### src/rtl/startup_protect_pkg.sv
// What this block does
// - Three burst options: disabled, low range 0.22V peak, high range 0.27V peak.
// - Burst entry at 0.93V low or 1.03V high; exit above 2.73V; disabled never bursts.
// - First startup presets high option, opens feedback resistor, turns selection current on.
// - Feedback level is sampled once when supply reaches turn-on threshold.
// - Below low bias disables burst, between biases low range, above high bias high range.
// - After selection option is frozen, selection current off, feedback resistor reconnected.
// - Error input above 0.2V before turn-on selects non-isolated, otherwise isolated.
// - Error amplifier drives feedback pin only in non-isolated configuration.
// - Line overvoltage holds non-switching protection until sense drops; checked in all run states.
// - Line overvoltage and over-temperature use non-switching auto restart.
// - Supply overvoltage checked in normal and burst-on only; trips odd-skip auto restart.
// - Switch forced off after 50us supply undervoltage or 55us overvoltage; undervoltage checked in run states and non-switching protection.
// - After undervoltage a new startup runs; above on threshold resumes with fresh soft start.
// - Overload past its blanking time enters odd-skip auto restart; normal mode only.
// - Over-temperature enters non-switching auto restart in normal, burst-on and burst-off.
// - Over-temperature recovers only after temperature falls 40C below trip point.
// - Every protection exit restarts with a new soft start, never latches off.
// - Burst entered after feedback below entry level for blanking time; left immediately above exit.
package startup_protect_pkg;

   // Clock rate and blanking times
   localparam int CLOCK_FREQ_MHZ            = 25;
   localparam int SUPPLY_UV_BLANK_US        = 50;
   localparam int SUPPLY_OV_BLANK_US        = 55;
   localparam int SUPPLY_UV_BLANK_CYCLES    = SUPPLY_UV_BLANK_US * CLOCK_FREQ_MHZ;
   localparam int SUPPLY_OV_BLANK_CYCLES    = SUPPLY_OV_BLANK_US * CLOCK_FREQ_MHZ;
   localparam int DEFAULT_BURST_BLANK_CYCLES = 500;
   localparam int DEFAULT_OVERLOAD_BLANK_CYCLES = 500;
   localparam int DEFAULT_ODD_SKIP_CYCLES   = 1;

   // Analog levels served by the comparators, in mV and degrees C
   localparam int BURST_OPTION_COUNT        = 3;
   localparam int BURST_PEAK_LOW_MV         = 220;
   localparam int BURST_PEAK_HIGH_MV        = 270;
   localparam int BURST_ENTRY_LOW_MV        = 930;
   localparam int BURST_ENTRY_HIGH_MV       = 1030;
   localparam int BURST_EXIT_MV             = 2730;
   localparam int SELECT_START_MV           = 4440;
   localparam int ERROR_INPUT_BIAS_MV       = 200;
   localparam int OVER_TEMP_HYST_C          = 40;

   // Positions of the comparator bits in the synchroniser vector
   localparam int SYNC_COUNT                = 16;
   localparam int IX_SUPPLY_START           = 0;
   localparam int IX_SUPPLY_ON              = 1;
   localparam int IX_SUPPLY_BELOW_OFF       = 2;
   localparam int IX_SUPPLY_OVP             = 3;
   localparam int IX_FB_OPTION_LOW          = 4;
   localparam int IX_FB_OPTION_HIGH         = 5;
   localparam int IX_ERR_BIAS               = 6;
   localparam int IX_FB_ENTRY_LOW           = 7;
   localparam int IX_FB_ENTRY_HIGH          = 8;
   localparam int IX_FB_EXIT                = 9;
   localparam int IX_FB_BURST_ON            = 10;
   localparam int IX_FB_BURST_OFF           = 11;
   localparam int IX_FB_OVERLOAD            = 12;
   localparam int IX_LINE_OVP               = 13;
   localparam int IX_TEMP_TRIP              = 14;
   localparam int IX_TEMP_RECOVER           = 15;

   typedef enum logic [1:0] {BURST_DISABLED, BURST_LOW, BURST_HIGH} option_type;

   localparam option_type OPTION_RESET      = BURST_HIGH;

   typedef enum logic [2:0] {
      ST_OFF, ST_CHARGE, ST_NORMAL, ST_BURST_ON, ST_BURST_OFF, ST_PROT_NOSW, ST_PROT_ODD
   } state_type;

   typedef enum logic [2:0] {
      CAUSE_NONE, CAUSE_LINE_OV, CAUSE_SUPPLY_OV, CAUSE_SUPPLY_UV, CAUSE_OVERLOAD, CAUSE_OVER_TEMP
   } cause_type;

   typedef enum logic [1:0] {MODE_NONE, MODE_NON_SWITCH, MODE_AUTO_RESTART, MODE_ODD_SKIP} mode_type;

endpackage

### src/rtl/hold_qualifier.sv
`timescale 1ns/100ps
module hold_qualifier #(
   parameter int COUNT = 16
) (
   // Clock and reset
   input  wire logic clock,
   input  wire logic arst_n,
   // Condition and qualified result
   input  wire logic cond,
   output logic      done
);
   localparam int W = $clog2(COUNT + 1);

   typedef struct packed {
      logic [W-1:0] count;
      logic         done;
   } qual_type;

   qual_type r_q;
   qual_type r_d;

   always_comb begin
      r_d = r_q;
      if (!cond) begin
         r_d.count = '0;
      end else if (r_q.count != W'(COUNT)) begin
         r_d.count = r_q.count + 1'b1;
      end
      r_d.done = cond && (r_d.count == W'(COUNT));
   end

   always_ff @(posedge clock or negedge arst_n) begin
      if (!arst_n) begin
         r_q <= '0;
      end else begin
         r_q <= r_d;
      end
   end

   assign done = r_q.done;
endmodule

### src/rtl/startup_select_and_protection.sv
`timescale 1ns/100ps
module startup_select_and_protection
   import startup_protect_pkg::*;
#(
   parameter int BURST_BLANK_CYCLES    = DEFAULT_BURST_BLANK_CYCLES,
   parameter int OVERLOAD_BLANK_CYCLES = DEFAULT_OVERLOAD_BLANK_CYCLES,
   parameter int ODD_SKIP_CYCLES       = DEFAULT_ODD_SKIP_CYCLES
) (
   // Clock and reset
   input  wire logic       CLOCK,
   input  wire logic       ARST_N,
   // Supply comparators
   input  wire logic       SUPPLY_ABOVE_START,
   input  wire logic       SUPPLY_ABOVE_ON,
   input  wire logic       SUPPLY_BELOW_OFF,
   input  wire logic       SUPPLY_ABOVE_OVERVOLTAGE,
   // Feedback pin comparators
   input  wire logic       FEEDBACK_ABOVE_OPTION_LOW,
   input  wire logic       FEEDBACK_ABOVE_OPTION_HIGH,
   input  wire logic       FEEDBACK_BELOW_ENTRY_LOW,
   input  wire logic       FEEDBACK_BELOW_ENTRY_HIGH,
   input  wire logic       FEEDBACK_ABOVE_EXIT,
   input  wire logic       FEEDBACK_ABOVE_BURST_ON,
   input  wire logic       FEEDBACK_BELOW_BURST_OFF,
   input  wire logic       FEEDBACK_ABOVE_OVERLOAD,
   // Error input, line sense and temperature comparators
   input  wire logic       ERROR_INPUT_ABOVE_BIAS,
   input  wire logic       LINE_SENSE_ABOVE_OVERVOLTAGE,
   input  wire logic       TEMP_ABOVE_TRIP,
   input  wire logic       TEMP_BELOW_RECOVER,
   // Power stage control
   output logic            SWITCH_ENABLE,
   output logic            SOFT_START,
   output logic [1:0]      BURST_PEAK_LIMIT,
   output logic            BURST_ACTIVE,
   output logic            BURST_SWITCHING,
   // Configuration
   output logic [1:0]      LIGHT_LOAD_BURST_OPTION,
   output logic            OPTION_DONE,
   output logic            NON_ISOLATED,
   output logic            ERROR_AMP_CONNECT,
   output logic            SELECT_CURRENT_ON,
   output logic            FEEDBACK_RESISTOR_SWITCH,
   // Protection status
   output logic [2:0]      PROTECTION_CAUSE,
   output logic [1:0]      PROTECTION_MODE
);
   localparam int SKIP_W = $clog2(ODD_SKIP_CYCLES + 1);

   typedef struct packed {
      logic [SYNC_COUNT-1:0] sync1;
      logic [SYNC_COUNT-1:0] sync2;
      state_type             state;
      option_type            option;
      logic                  option_done;
      logic                  non_isolated;
      logic                  over_temp;
      logic                  hiccup_low;
      logic [SKIP_W-1:0]     skip_count;
      cause_type             cause;
      mode_type              mode;
      logic                  switch_enable;
      logic                  soft_start;
      option_type            peak_limit;
      logic                  burst_active;
      logic                  burst_switching;
      logic                  error_amp_connect;
      logic                  select_current;
   } core_type;

   core_type r_q;
   core_type r_d;

   logic [SYNC_COUNT-1:0] raw_in;
   logic                  uv_cond;
   logic                  ov_cond;
   logic                  overload_cond;
   logic                  entry_cond;
   logic                  uv_done;
   logic                  ov_done;
   logic                  overload_done;
   logic                  entry_done;

   function automatic logic is_run(input state_type s);
      return (s == ST_NORMAL) || (s == ST_BURST_ON) || (s == ST_BURST_OFF);
   endfunction

   function automatic logic is_burst(input state_type s);
      return (s == ST_BURST_ON) || (s == ST_BURST_OFF);
   endfunction

   function automatic option_type decode_option(input logic above_low, input logic above_high);
      if (above_high) begin
         return BURST_HIGH;
      end else if (above_low) begin
         return BURST_LOW;
      end
      return BURST_DISABLED;
   endfunction

   always_comb begin
      raw_in                         = '0;
      raw_in[IX_SUPPLY_START]        = SUPPLY_ABOVE_START;
      raw_in[IX_SUPPLY_ON]           = SUPPLY_ABOVE_ON;
      raw_in[IX_SUPPLY_BELOW_OFF]    = SUPPLY_BELOW_OFF;
      raw_in[IX_SUPPLY_OVP]          = SUPPLY_ABOVE_OVERVOLTAGE;
      raw_in[IX_FB_OPTION_LOW]       = FEEDBACK_ABOVE_OPTION_LOW;
      raw_in[IX_FB_OPTION_HIGH]      = FEEDBACK_ABOVE_OPTION_HIGH;
      raw_in[IX_ERR_BIAS]            = ERROR_INPUT_ABOVE_BIAS;
      raw_in[IX_FB_ENTRY_LOW]        = FEEDBACK_BELOW_ENTRY_LOW;
      raw_in[IX_FB_ENTRY_HIGH]       = FEEDBACK_BELOW_ENTRY_HIGH;
      raw_in[IX_FB_EXIT]             = FEEDBACK_ABOVE_EXIT;
      raw_in[IX_FB_BURST_ON]         = FEEDBACK_ABOVE_BURST_ON;
      raw_in[IX_FB_BURST_OFF]        = FEEDBACK_BELOW_BURST_OFF;
      raw_in[IX_FB_OVERLOAD]         = FEEDBACK_ABOVE_OVERLOAD;
      raw_in[IX_LINE_OVP]            = LINE_SENSE_ABOVE_OVERVOLTAGE;
      raw_in[IX_TEMP_TRIP]           = TEMP_ABOVE_TRIP;
      raw_in[IX_TEMP_RECOVER]        = TEMP_BELOW_RECOVER;
   end

   // Qualifier conditions, all taken from the second synchroniser stage
   always_comb begin
      uv_cond       = r_q.sync2[IX_SUPPLY_BELOW_OFF];
      ov_cond       = r_q.sync2[IX_SUPPLY_OVP] && (r_q.state != ST_BURST_OFF);
      overload_cond = r_q.sync2[IX_FB_OVERLOAD] && (r_q.state == ST_NORMAL);
      entry_cond    = 1'b0;
      if (r_q.state == ST_NORMAL) begin
         unique case (r_q.option)
            BURST_DISABLED: entry_cond = 1'b0;
            BURST_LOW:      entry_cond = r_q.sync2[IX_FB_ENTRY_LOW];
            BURST_HIGH:     entry_cond = r_q.sync2[IX_FB_ENTRY_HIGH];
            default:        entry_cond = 1'b0;
         endcase
      end
   end

   hold_qualifier #(.COUNT(SUPPLY_UV_BLANK_CYCLES)) uv_timer (
      .clock  (CLOCK),
      .arst_n (ARST_N),
      .cond   (uv_cond),
      .done   (uv_done)
   );

   hold_qualifier #(.COUNT(SUPPLY_OV_BLANK_CYCLES)) ov_timer (
      .clock  (CLOCK),
      .arst_n (ARST_N),
      .cond   (ov_cond),
      .done   (ov_done)
   );

   hold_qualifier #(.COUNT(OVERLOAD_BLANK_CYCLES)) overload_timer (
      .clock  (CLOCK),
      .arst_n (ARST_N),
      .cond   (overload_cond),
      .done   (overload_done)
   );

   hold_qualifier #(.COUNT(BURST_BLANK_CYCLES)) entry_timer (
      .clock  (CLOCK),
      .arst_n (ARST_N),
      .cond   (entry_cond),
      .done   (entry_done)
   );

   always_comb begin
      logic line_ov;
      logic supply_on;
      logic nosw_fault;
      line_ov    = 1'b0;
      supply_on  = 1'b0;
      nosw_fault = 1'b0;
      r_d        = r_q;

      // Two-stage synchroniser for every comparator input
      r_d.sync1 = raw_in;
      r_d.sync2 = r_q.sync1;
      line_ov   = r_q.sync2[IX_LINE_OVP];
      supply_on = r_q.sync2[IX_SUPPLY_ON];

      // Over-temperature flag with hysteresis; a trip wins over recovery
      if (r_q.sync2[IX_TEMP_TRIP]) begin
         r_d.over_temp = 1'b1;
      end else if (r_q.sync2[IX_TEMP_RECOVER]) begin
         r_d.over_temp = 1'b0;
      end
      nosw_fault = line_ov || r_q.over_temp;
      r_d.soft_start = 1'b0;

      unique case (r_q.state)
         ST_OFF: begin
            if (r_q.sync2[IX_SUPPLY_START]) begin
               r_d.state = ST_CHARGE;
            end
         end
         ST_CHARGE: begin
            if (supply_on) begin
               if (!r_q.option_done) begin
                  r_d.option = decode_option(r_q.sync2[IX_FB_OPTION_LOW],
                                             r_q.sync2[IX_FB_OPTION_HIGH]);
                  r_d.non_isolated = r_q.sync2[IX_ERR_BIAS];
                  r_d.option_done  = 1'b1;
               end
               r_d.state      = ST_NORMAL;
               r_d.soft_start = 1'b1;
               r_d.cause      = CAUSE_NONE;
               r_d.mode       = MODE_NONE;
            end else if (!r_q.sync2[IX_SUPPLY_START] && !r_q.option_done) begin
               r_d.state = ST_OFF;
            end
         end
         ST_NORMAL, ST_BURST_ON, ST_BURST_OFF: begin
            if (uv_done) begin
               r_d.state = ST_CHARGE;
               r_d.cause = CAUSE_SUPPLY_UV;
               r_d.mode  = MODE_AUTO_RESTART;
            end else if (nosw_fault) begin
               r_d.state = ST_PROT_NOSW;
               r_d.cause = line_ov ? CAUSE_LINE_OV : CAUSE_OVER_TEMP;
               r_d.mode  = MODE_NON_SWITCH;
            end else if (ov_done) begin
               r_d.state      = ST_PROT_ODD;
               r_d.cause      = CAUSE_SUPPLY_OV;
               r_d.mode       = MODE_ODD_SKIP;
               r_d.hiccup_low = 1'b0;
               r_d.skip_count = '0;
            end else if (overload_done) begin
               r_d.state      = ST_PROT_ODD;
               r_d.cause      = CAUSE_OVERLOAD;
               r_d.mode       = MODE_ODD_SKIP;
               r_d.hiccup_low = 1'b0;
               r_d.skip_count = '0;
            end else if (r_q.state == ST_NORMAL) begin
               if (entry_done) begin
                  r_d.state = ST_BURST_OFF;
               end
            end else if (r_q.sync2[IX_FB_EXIT]) begin
               r_d.state = ST_NORMAL;
            end else if ((r_q.state == ST_BURST_OFF) && r_q.sync2[IX_FB_BURST_ON]) begin
               r_d.state = ST_BURST_ON;
            end else if ((r_q.state == ST_BURST_ON) && r_q.sync2[IX_FB_BURST_OFF]) begin
               r_d.state = ST_BURST_OFF;
            end
         end
         ST_PROT_NOSW: begin
            if (uv_done) begin
               r_d.state = ST_CHARGE;
               r_d.cause = CAUSE_SUPPLY_UV;
               r_d.mode  = MODE_AUTO_RESTART;
            end else if (!nosw_fault) begin
               r_d.state      = ST_NORMAL;
               r_d.soft_start = 1'b1;
               r_d.cause      = CAUSE_NONE;
               r_d.mode       = MODE_NONE;
            end else begin
               r_d.cause = line_ov ? CAUSE_LINE_OV : CAUSE_OVER_TEMP;
            end
         end
         ST_PROT_ODD: begin
            // Count supply hiccups: a fall below off then a rise above on
            if (r_q.sync2[IX_SUPPLY_BELOW_OFF]) begin
               r_d.hiccup_low = 1'b1;
            end else if (r_q.hiccup_low && supply_on) begin
               r_d.hiccup_low = 1'b0;
               if (r_q.skip_count == SKIP_W'(ODD_SKIP_CYCLES)) begin
                  r_d.state      = ST_NORMAL;
                  r_d.soft_start = 1'b1;
                  r_d.cause      = CAUSE_NONE;
                  r_d.mode       = MODE_NONE;
                  r_d.skip_count = '0;
               end else begin
                  r_d.skip_count = r_q.skip_count + 1'b1;
               end
            end
         end
         default: begin
            r_d.state = ST_OFF;
         end
      endcase

      if (r_d.soft_start && nosw_fault) begin
         r_d.state      = ST_PROT_NOSW;
         r_d.soft_start = 1'b0;
         r_d.cause      = line_ov ? CAUSE_LINE_OV : CAUSE_OVER_TEMP;
         r_d.mode       = MODE_NON_SWITCH;
      end

      // Registered outputs follow the next state
      r_d.switch_enable     = (r_d.state == ST_NORMAL) || (r_d.state == ST_BURST_ON);
      r_d.burst_active      = is_burst(r_d.state);
      r_d.burst_switching   = (r_d.state == ST_BURST_ON);
      r_d.peak_limit        = is_burst(r_d.state) ? r_d.option : BURST_DISABLED;
      r_d.select_current    = (r_d.state == ST_CHARGE) && !r_d.option_done;
      r_d.error_amp_connect = r_d.non_isolated && r_d.option_done && is_run(r_d.state);
   end

   always_ff @(posedge CLOCK or negedge ARST_N) begin
      if (!ARST_N) begin
         r_q        <= '0;
         r_q.state  <= ST_OFF;
         r_q.option <= OPTION_RESET;
         r_q.cause  <= CAUSE_NONE;
         r_q.mode   <= MODE_NONE;
      end else begin
         r_q <= r_d;
      end
   end

   assign SWITCH_ENABLE            = r_q.switch_enable;
   assign SOFT_START               = r_q.soft_start;
   assign BURST_PEAK_LIMIT         = r_q.peak_limit;
   assign BURST_ACTIVE             = r_q.burst_active;
   assign BURST_SWITCHING          = r_q.burst_switching;
   assign LIGHT_LOAD_BURST_OPTION  = r_q.option;
   assign OPTION_DONE              = r_q.option_done;
   assign NON_ISOLATED             = r_q.non_isolated;
   assign ERROR_AMP_CONNECT        = r_q.error_amp_connect;
   assign SELECT_CURRENT_ON        = r_q.select_current;
   assign FEEDBACK_RESISTOR_SWITCH = !r_q.select_current;
   assign PROTECTION_CAUSE         = r_q.cause;
   assign PROTECTION_MODE          = r_q.mode;
endmodule

### config.mk
export PLATFORM = sky130hd
export DESIGN_NAME = startup_select_and_protection
export DESIGN_NICKNAME = d
export VERILOG_FILES = /design/src/rtl/startup_protect_pkg.sv /design/src/rtl/hold_qualifier.sv /design/src/rtl/startup_select_and_protection.sv
export SDC_FILE = /design/constraint.sdc
export NUM_CORES = 1
export LEC_CHECK = 0
export ABC_AREA = 1
export BUFFER_PORTS_ARGS = -buffer_cell sky130_fd_sc_hd__buf_4
export CAP_MARGIN = 20
export CELL_PAD_IN_SITES_DETAIL_PLACEMENT = 0
export CELL_PAD_IN_SITES_GLOBAL_PLACEMENT = 2
export CORE_MARGIN = 2
export CORE_UTILIZATION = 33
export CTS_BUF_LIST = sky130_fd_sc_hd__clkbuf_16
export DETAILED_ROUTE_END_ITERATION = 16
export GPL_ROUTABILITY_DRIVEN = 0
export PLACE_DENSITY_LB_ADDON = 0.12
export SLEW_MARGIN = 0
export SYNTH_ARGS = -nofsm -noshare
export SYNTH_HDL_FRONTEND = slang
export SYNTH_HIERARCHICAL = 1
export SYNTH_SLANG_ARGS = --single-unit
### constraint.sdc
create_clock -name CLOCK -period 1.9 [get_ports CLOCK]
set_input_delay 0.19 -clock CLOCK [delete_from_list [all_inputs] [get_ports CLOCK]]
set_output_delay 0.19 -clock CLOCK [all_outputs]
set_load 0.005 [all_outputs]
==> metrics.md <==
| Metric | Value |
|---|---|
| Status | complete, no violations |
| Area growth, synth to finish | 21.5% |
| Slew Limit Fails | 0 |
| # rows | 44 |
| # diodes | 0 |
| Routed Wire Length | 10.5 mm |
| Library cells used by synthesis | 38 |
| Residual DRC | 0 |
| Largest net degree at the start of global routing | 37 |
| CTS tree | yes |
| Antenna violations before repair | 0 |
| Pwr dens | 1030 nW/um^2 |
| Total gr overflow | 0 |
| Port Buf Inserts | 35 |
| Setup_tns | 0 ns |
| Simple-Gate Fraction of Synth Area | 30.1% |
| Post-DP Area | 5380 um^2 |
| Core area | 14,500 um^2 |
| Worst-path cell with the longest stage delay | dfrtp_2 |
| Crit-path max FO | 7 |
| Final-stage net count | 684 |
| Xor/xnor share of the synthesized area | 0.360% |
| Yosys warns | 6 |
| Worst skew pair latency | 0.34 ns |
| Largest family of logic cells by synthesized area | simple AND/OR/NAND/NOR gates |
| Async S/R FF share, synth | 100% |
| Root Buffer | clkbuf_16 |
| Seq cells post-synth | 99 |
| Final Critical Period | 1.74 ns |
| WL/cell | 12.4 um |
| DRT Pass-1 Iters | 4 |
| Kind of end point of the critical path | flip-flop |
| H-tree levels | 3 |
| Final Core Density | 40.9% |
| Worst hold path class | input pin to async pin |
| Worst stage delay on the critical path | 0.47 ns |
| Post-synth EDFFs | 0 |
| Final setup vio count | 0 |
| Final instance area | 5920 um^2 |
| Slew headroom | 66.8% |
| Sequential fraction of the synthesis area | 50.9% |
| Worst slew pin tran | 0.499 ns |
| CTS Buf Count | 9 |
| Die W | 125 um |
| Longest Clk Path Bufs | 2 |
| Worst VDD drop | 460 uV |
| Mapped Area | 4870 um^2 |
| Synth Instances | 593 |
| Hold Slack | 0.348 ns |
| DP Worst Slack | 0.0377 ns |
| Setup CP Type | flip-flop to flip-flop |
| CP bufs+invs | 3 |
| Syn Nets | 620 |
| # fillers | 1,477 |
| Initial drt markers | 157 |
| Crit-path cells | inv_1 -> nand3_1 -> buf_4 -> nor2_2 -> nor2_1 -> o21ai_2 -> nand2_4 -> inv_1 -> nor2_2 -> nand2_2 -> a21oi_1 |
| Worst R2R Setup Slack | 0.16 ns |
| Global-route wire length before repair | 18.1 mm |
| Compound-Gate Fraction of Synth Area | 6.66% |
| RSZ-0062 raised after global routing | false |
| Synth Flop Type | dfrtp_1 |
| Max Cap Viol | 0 |
| Critical path startpoint category | flip-flop |
| Final hold viol count | 0 |
| Die Height | 125 um |
| Share of layout cells above drive strength 1 | 17.2% |
| Crit path max-delay family | simple AND/OR/NAND/NOR gates |
| Mux share of post-synthesis cell area | 0% |
| Antenna viol nets, final | 0 |
| Fmax | 0.576 GHz |
| Die area | 15,700 um^2 |
| # clock sinks | 99 |
| Vias | 3,814 |
| Vias in the first global route | 3,864 |
| Avg Vias per Cell | 4.51 |
| DPL Wire Length | 8.01 mm |
| Leakage power | 2.89 nW |
| Ports | 36 |
| Skew final | 0.00598 ns |
| Adder-Cell Fraction of Synth Area | 2.31% |
| Clock slew at reported path FFs | 0.07 ns |
| Initial core utilization | 33.6% |
| GR Util All Layers | 14.4% |
| Arr. time, crit path | 1.96 ns |
| Critical Path RT | 2.12 ns |
| Final WS setup | 0.163 ns |
| Syn Area/Cell | 8.21 um^2 |
| Period utilisation layout | 91.4% |
==> routing by layer <==
layer,wire (um),part of all wire (%),vias to the layer above,GRT usage (%)
met5,0,0,-,0
met4,151,1.4,0,4.31
met3,342,3.3,17,4.41
met1,4700,45,1776,17.3
li1,-,-,1978,-
met2,5300,51,43,24.7
==> where the power goes <==
group / leakage [nW] / internal, mW / switching [mW]
Combinational: 1.45 / 0.610 / 0.917
Clock: 0.168 / 1.27 / 0.767
Sequential: 1.27 / 2.34 / 0.188
==> synthesized netlist by cell type, drive strengths merged, types with 3 or more instances <==
| cell type | instances | share of area [%] |
|---|---|---|
| buf | 10 | 1.8 |
| nand4 | 10 | 1.3 |
| nand2 | 148 | 12 |
| dfrtp | 98 | 50 |
| nand3b | 3 | 0.46 |
| o21ai | 28 | 3.0 |
| or2 | 4 | 0.51 |
| ha | 9 | 2.3 |
| a21oi | 15 | 1.8 |
| o21bai | 5 | 0.77 |
| nor3 | 7 | 0.95 |
| nand3 | 60 | 6.3 |
| inv | 100 | 7.7 |
| nor2 | 83 | 8.2 |
==> cells by family (layout without fill, tap and decap cells) <==
kind of cell | after synthesis | after routing
AND/OR/NAND/NOR | 316 | 316
buffers and inverters | 112 | 181
XOR/XNOR | 2 | 2
flip-flops | 99 | 99
AO/OA/AOI/OAI | 55 | 55
adder cells (fa/ha/maj) | 9 | 9
==> cell usage in the layout (no fill, tap or decap), drive strengths merged, types with 2 or more instances in the layout <==
| cell type | n |
|---|---|
| nand2 | 148 |
| inv | 101 |
| dfrtp | 98 |
| nor2 | 83 |
| nand3 | 60 |
| buf | 48 |
| o21ai | 28 |
| dlygate4sd3 | 17 |
| a21oi | 15 |
| nand4 | 10 |
| clkbuf | 9 |
| ha | 9 |
| nor3 | 7 |
| o21bai | 5 |
| or2 | 4 |
| bufinv | 3 |
| nand3b | 3 |
| clkinv | 3 |
| xor2 | 2 |
| o22ai | 2 |
==> final timing paths <==
kind,startpoint,endpoint,cells past startpoint
max,r_q[21],BURST_PEAK_LIMIT[1],11
min,ARST_N,ov_timer/r_q[7],2
max reg2reg,r_q[21],BURST_PEAK_LIMIT[1],11
min reg2reg,r_d[37],r_q[37],0
max in group asynchronous,ARST_N,uv_timer/r_q[2],3
min in group CLOCK,r_d[37],r_q[37],0
==> flip-flops by register name (all words and copies together) (netlist names), 2 cells and up <==
name and cells:
ov_timer/r_q 11, LIGHT_LOAD_BURST_OPTION 2, PROTECTION_CAUSE 3, entry_timer/r_q 9, r_q 22, overload_timer/r_q 9
PROTECTION_MODE 2, BURST_PEAK_LIMIT 2, r_d 16, uv_timer/r_q 11
==> metrics by stage <==
stage | std cells | total power [mW]
2_1_floorplan | 593 | 3.56
3_3_place_gp | 813 | 4.06
3_5_place_dp | 813 | 4.05
4_1_cts | 846 | 6.17
5_1_grt | 846 | 6.53
6_report | 846 | 6.10
==> cell type report <==
class | count | area [um^2] | area share [%]
Multi-Input combinational cell | 382 | 1950 | 33.0
Clock inverter | 7 | 108 | 1.82
Tap cell | 184 | 230 | 3.89
Inverter | 100 | 375 | 6.35
Clock buffer | 9 | 225 | 3.81
Timing Repair Buffer | 65 | 543 | 9.18
Sequential cell | 99 | 2480 | 42.0
==> what timing repair did <==
item,4_1_cts,5_1_grt
hold buffers,17,0
endpoints found under the hold margin,48,0
buffers inserted,0,0
setup endpoints to repair,2,12
resized for setup,1,10
No activity file was read; power rests on OpenSTA's default activity.
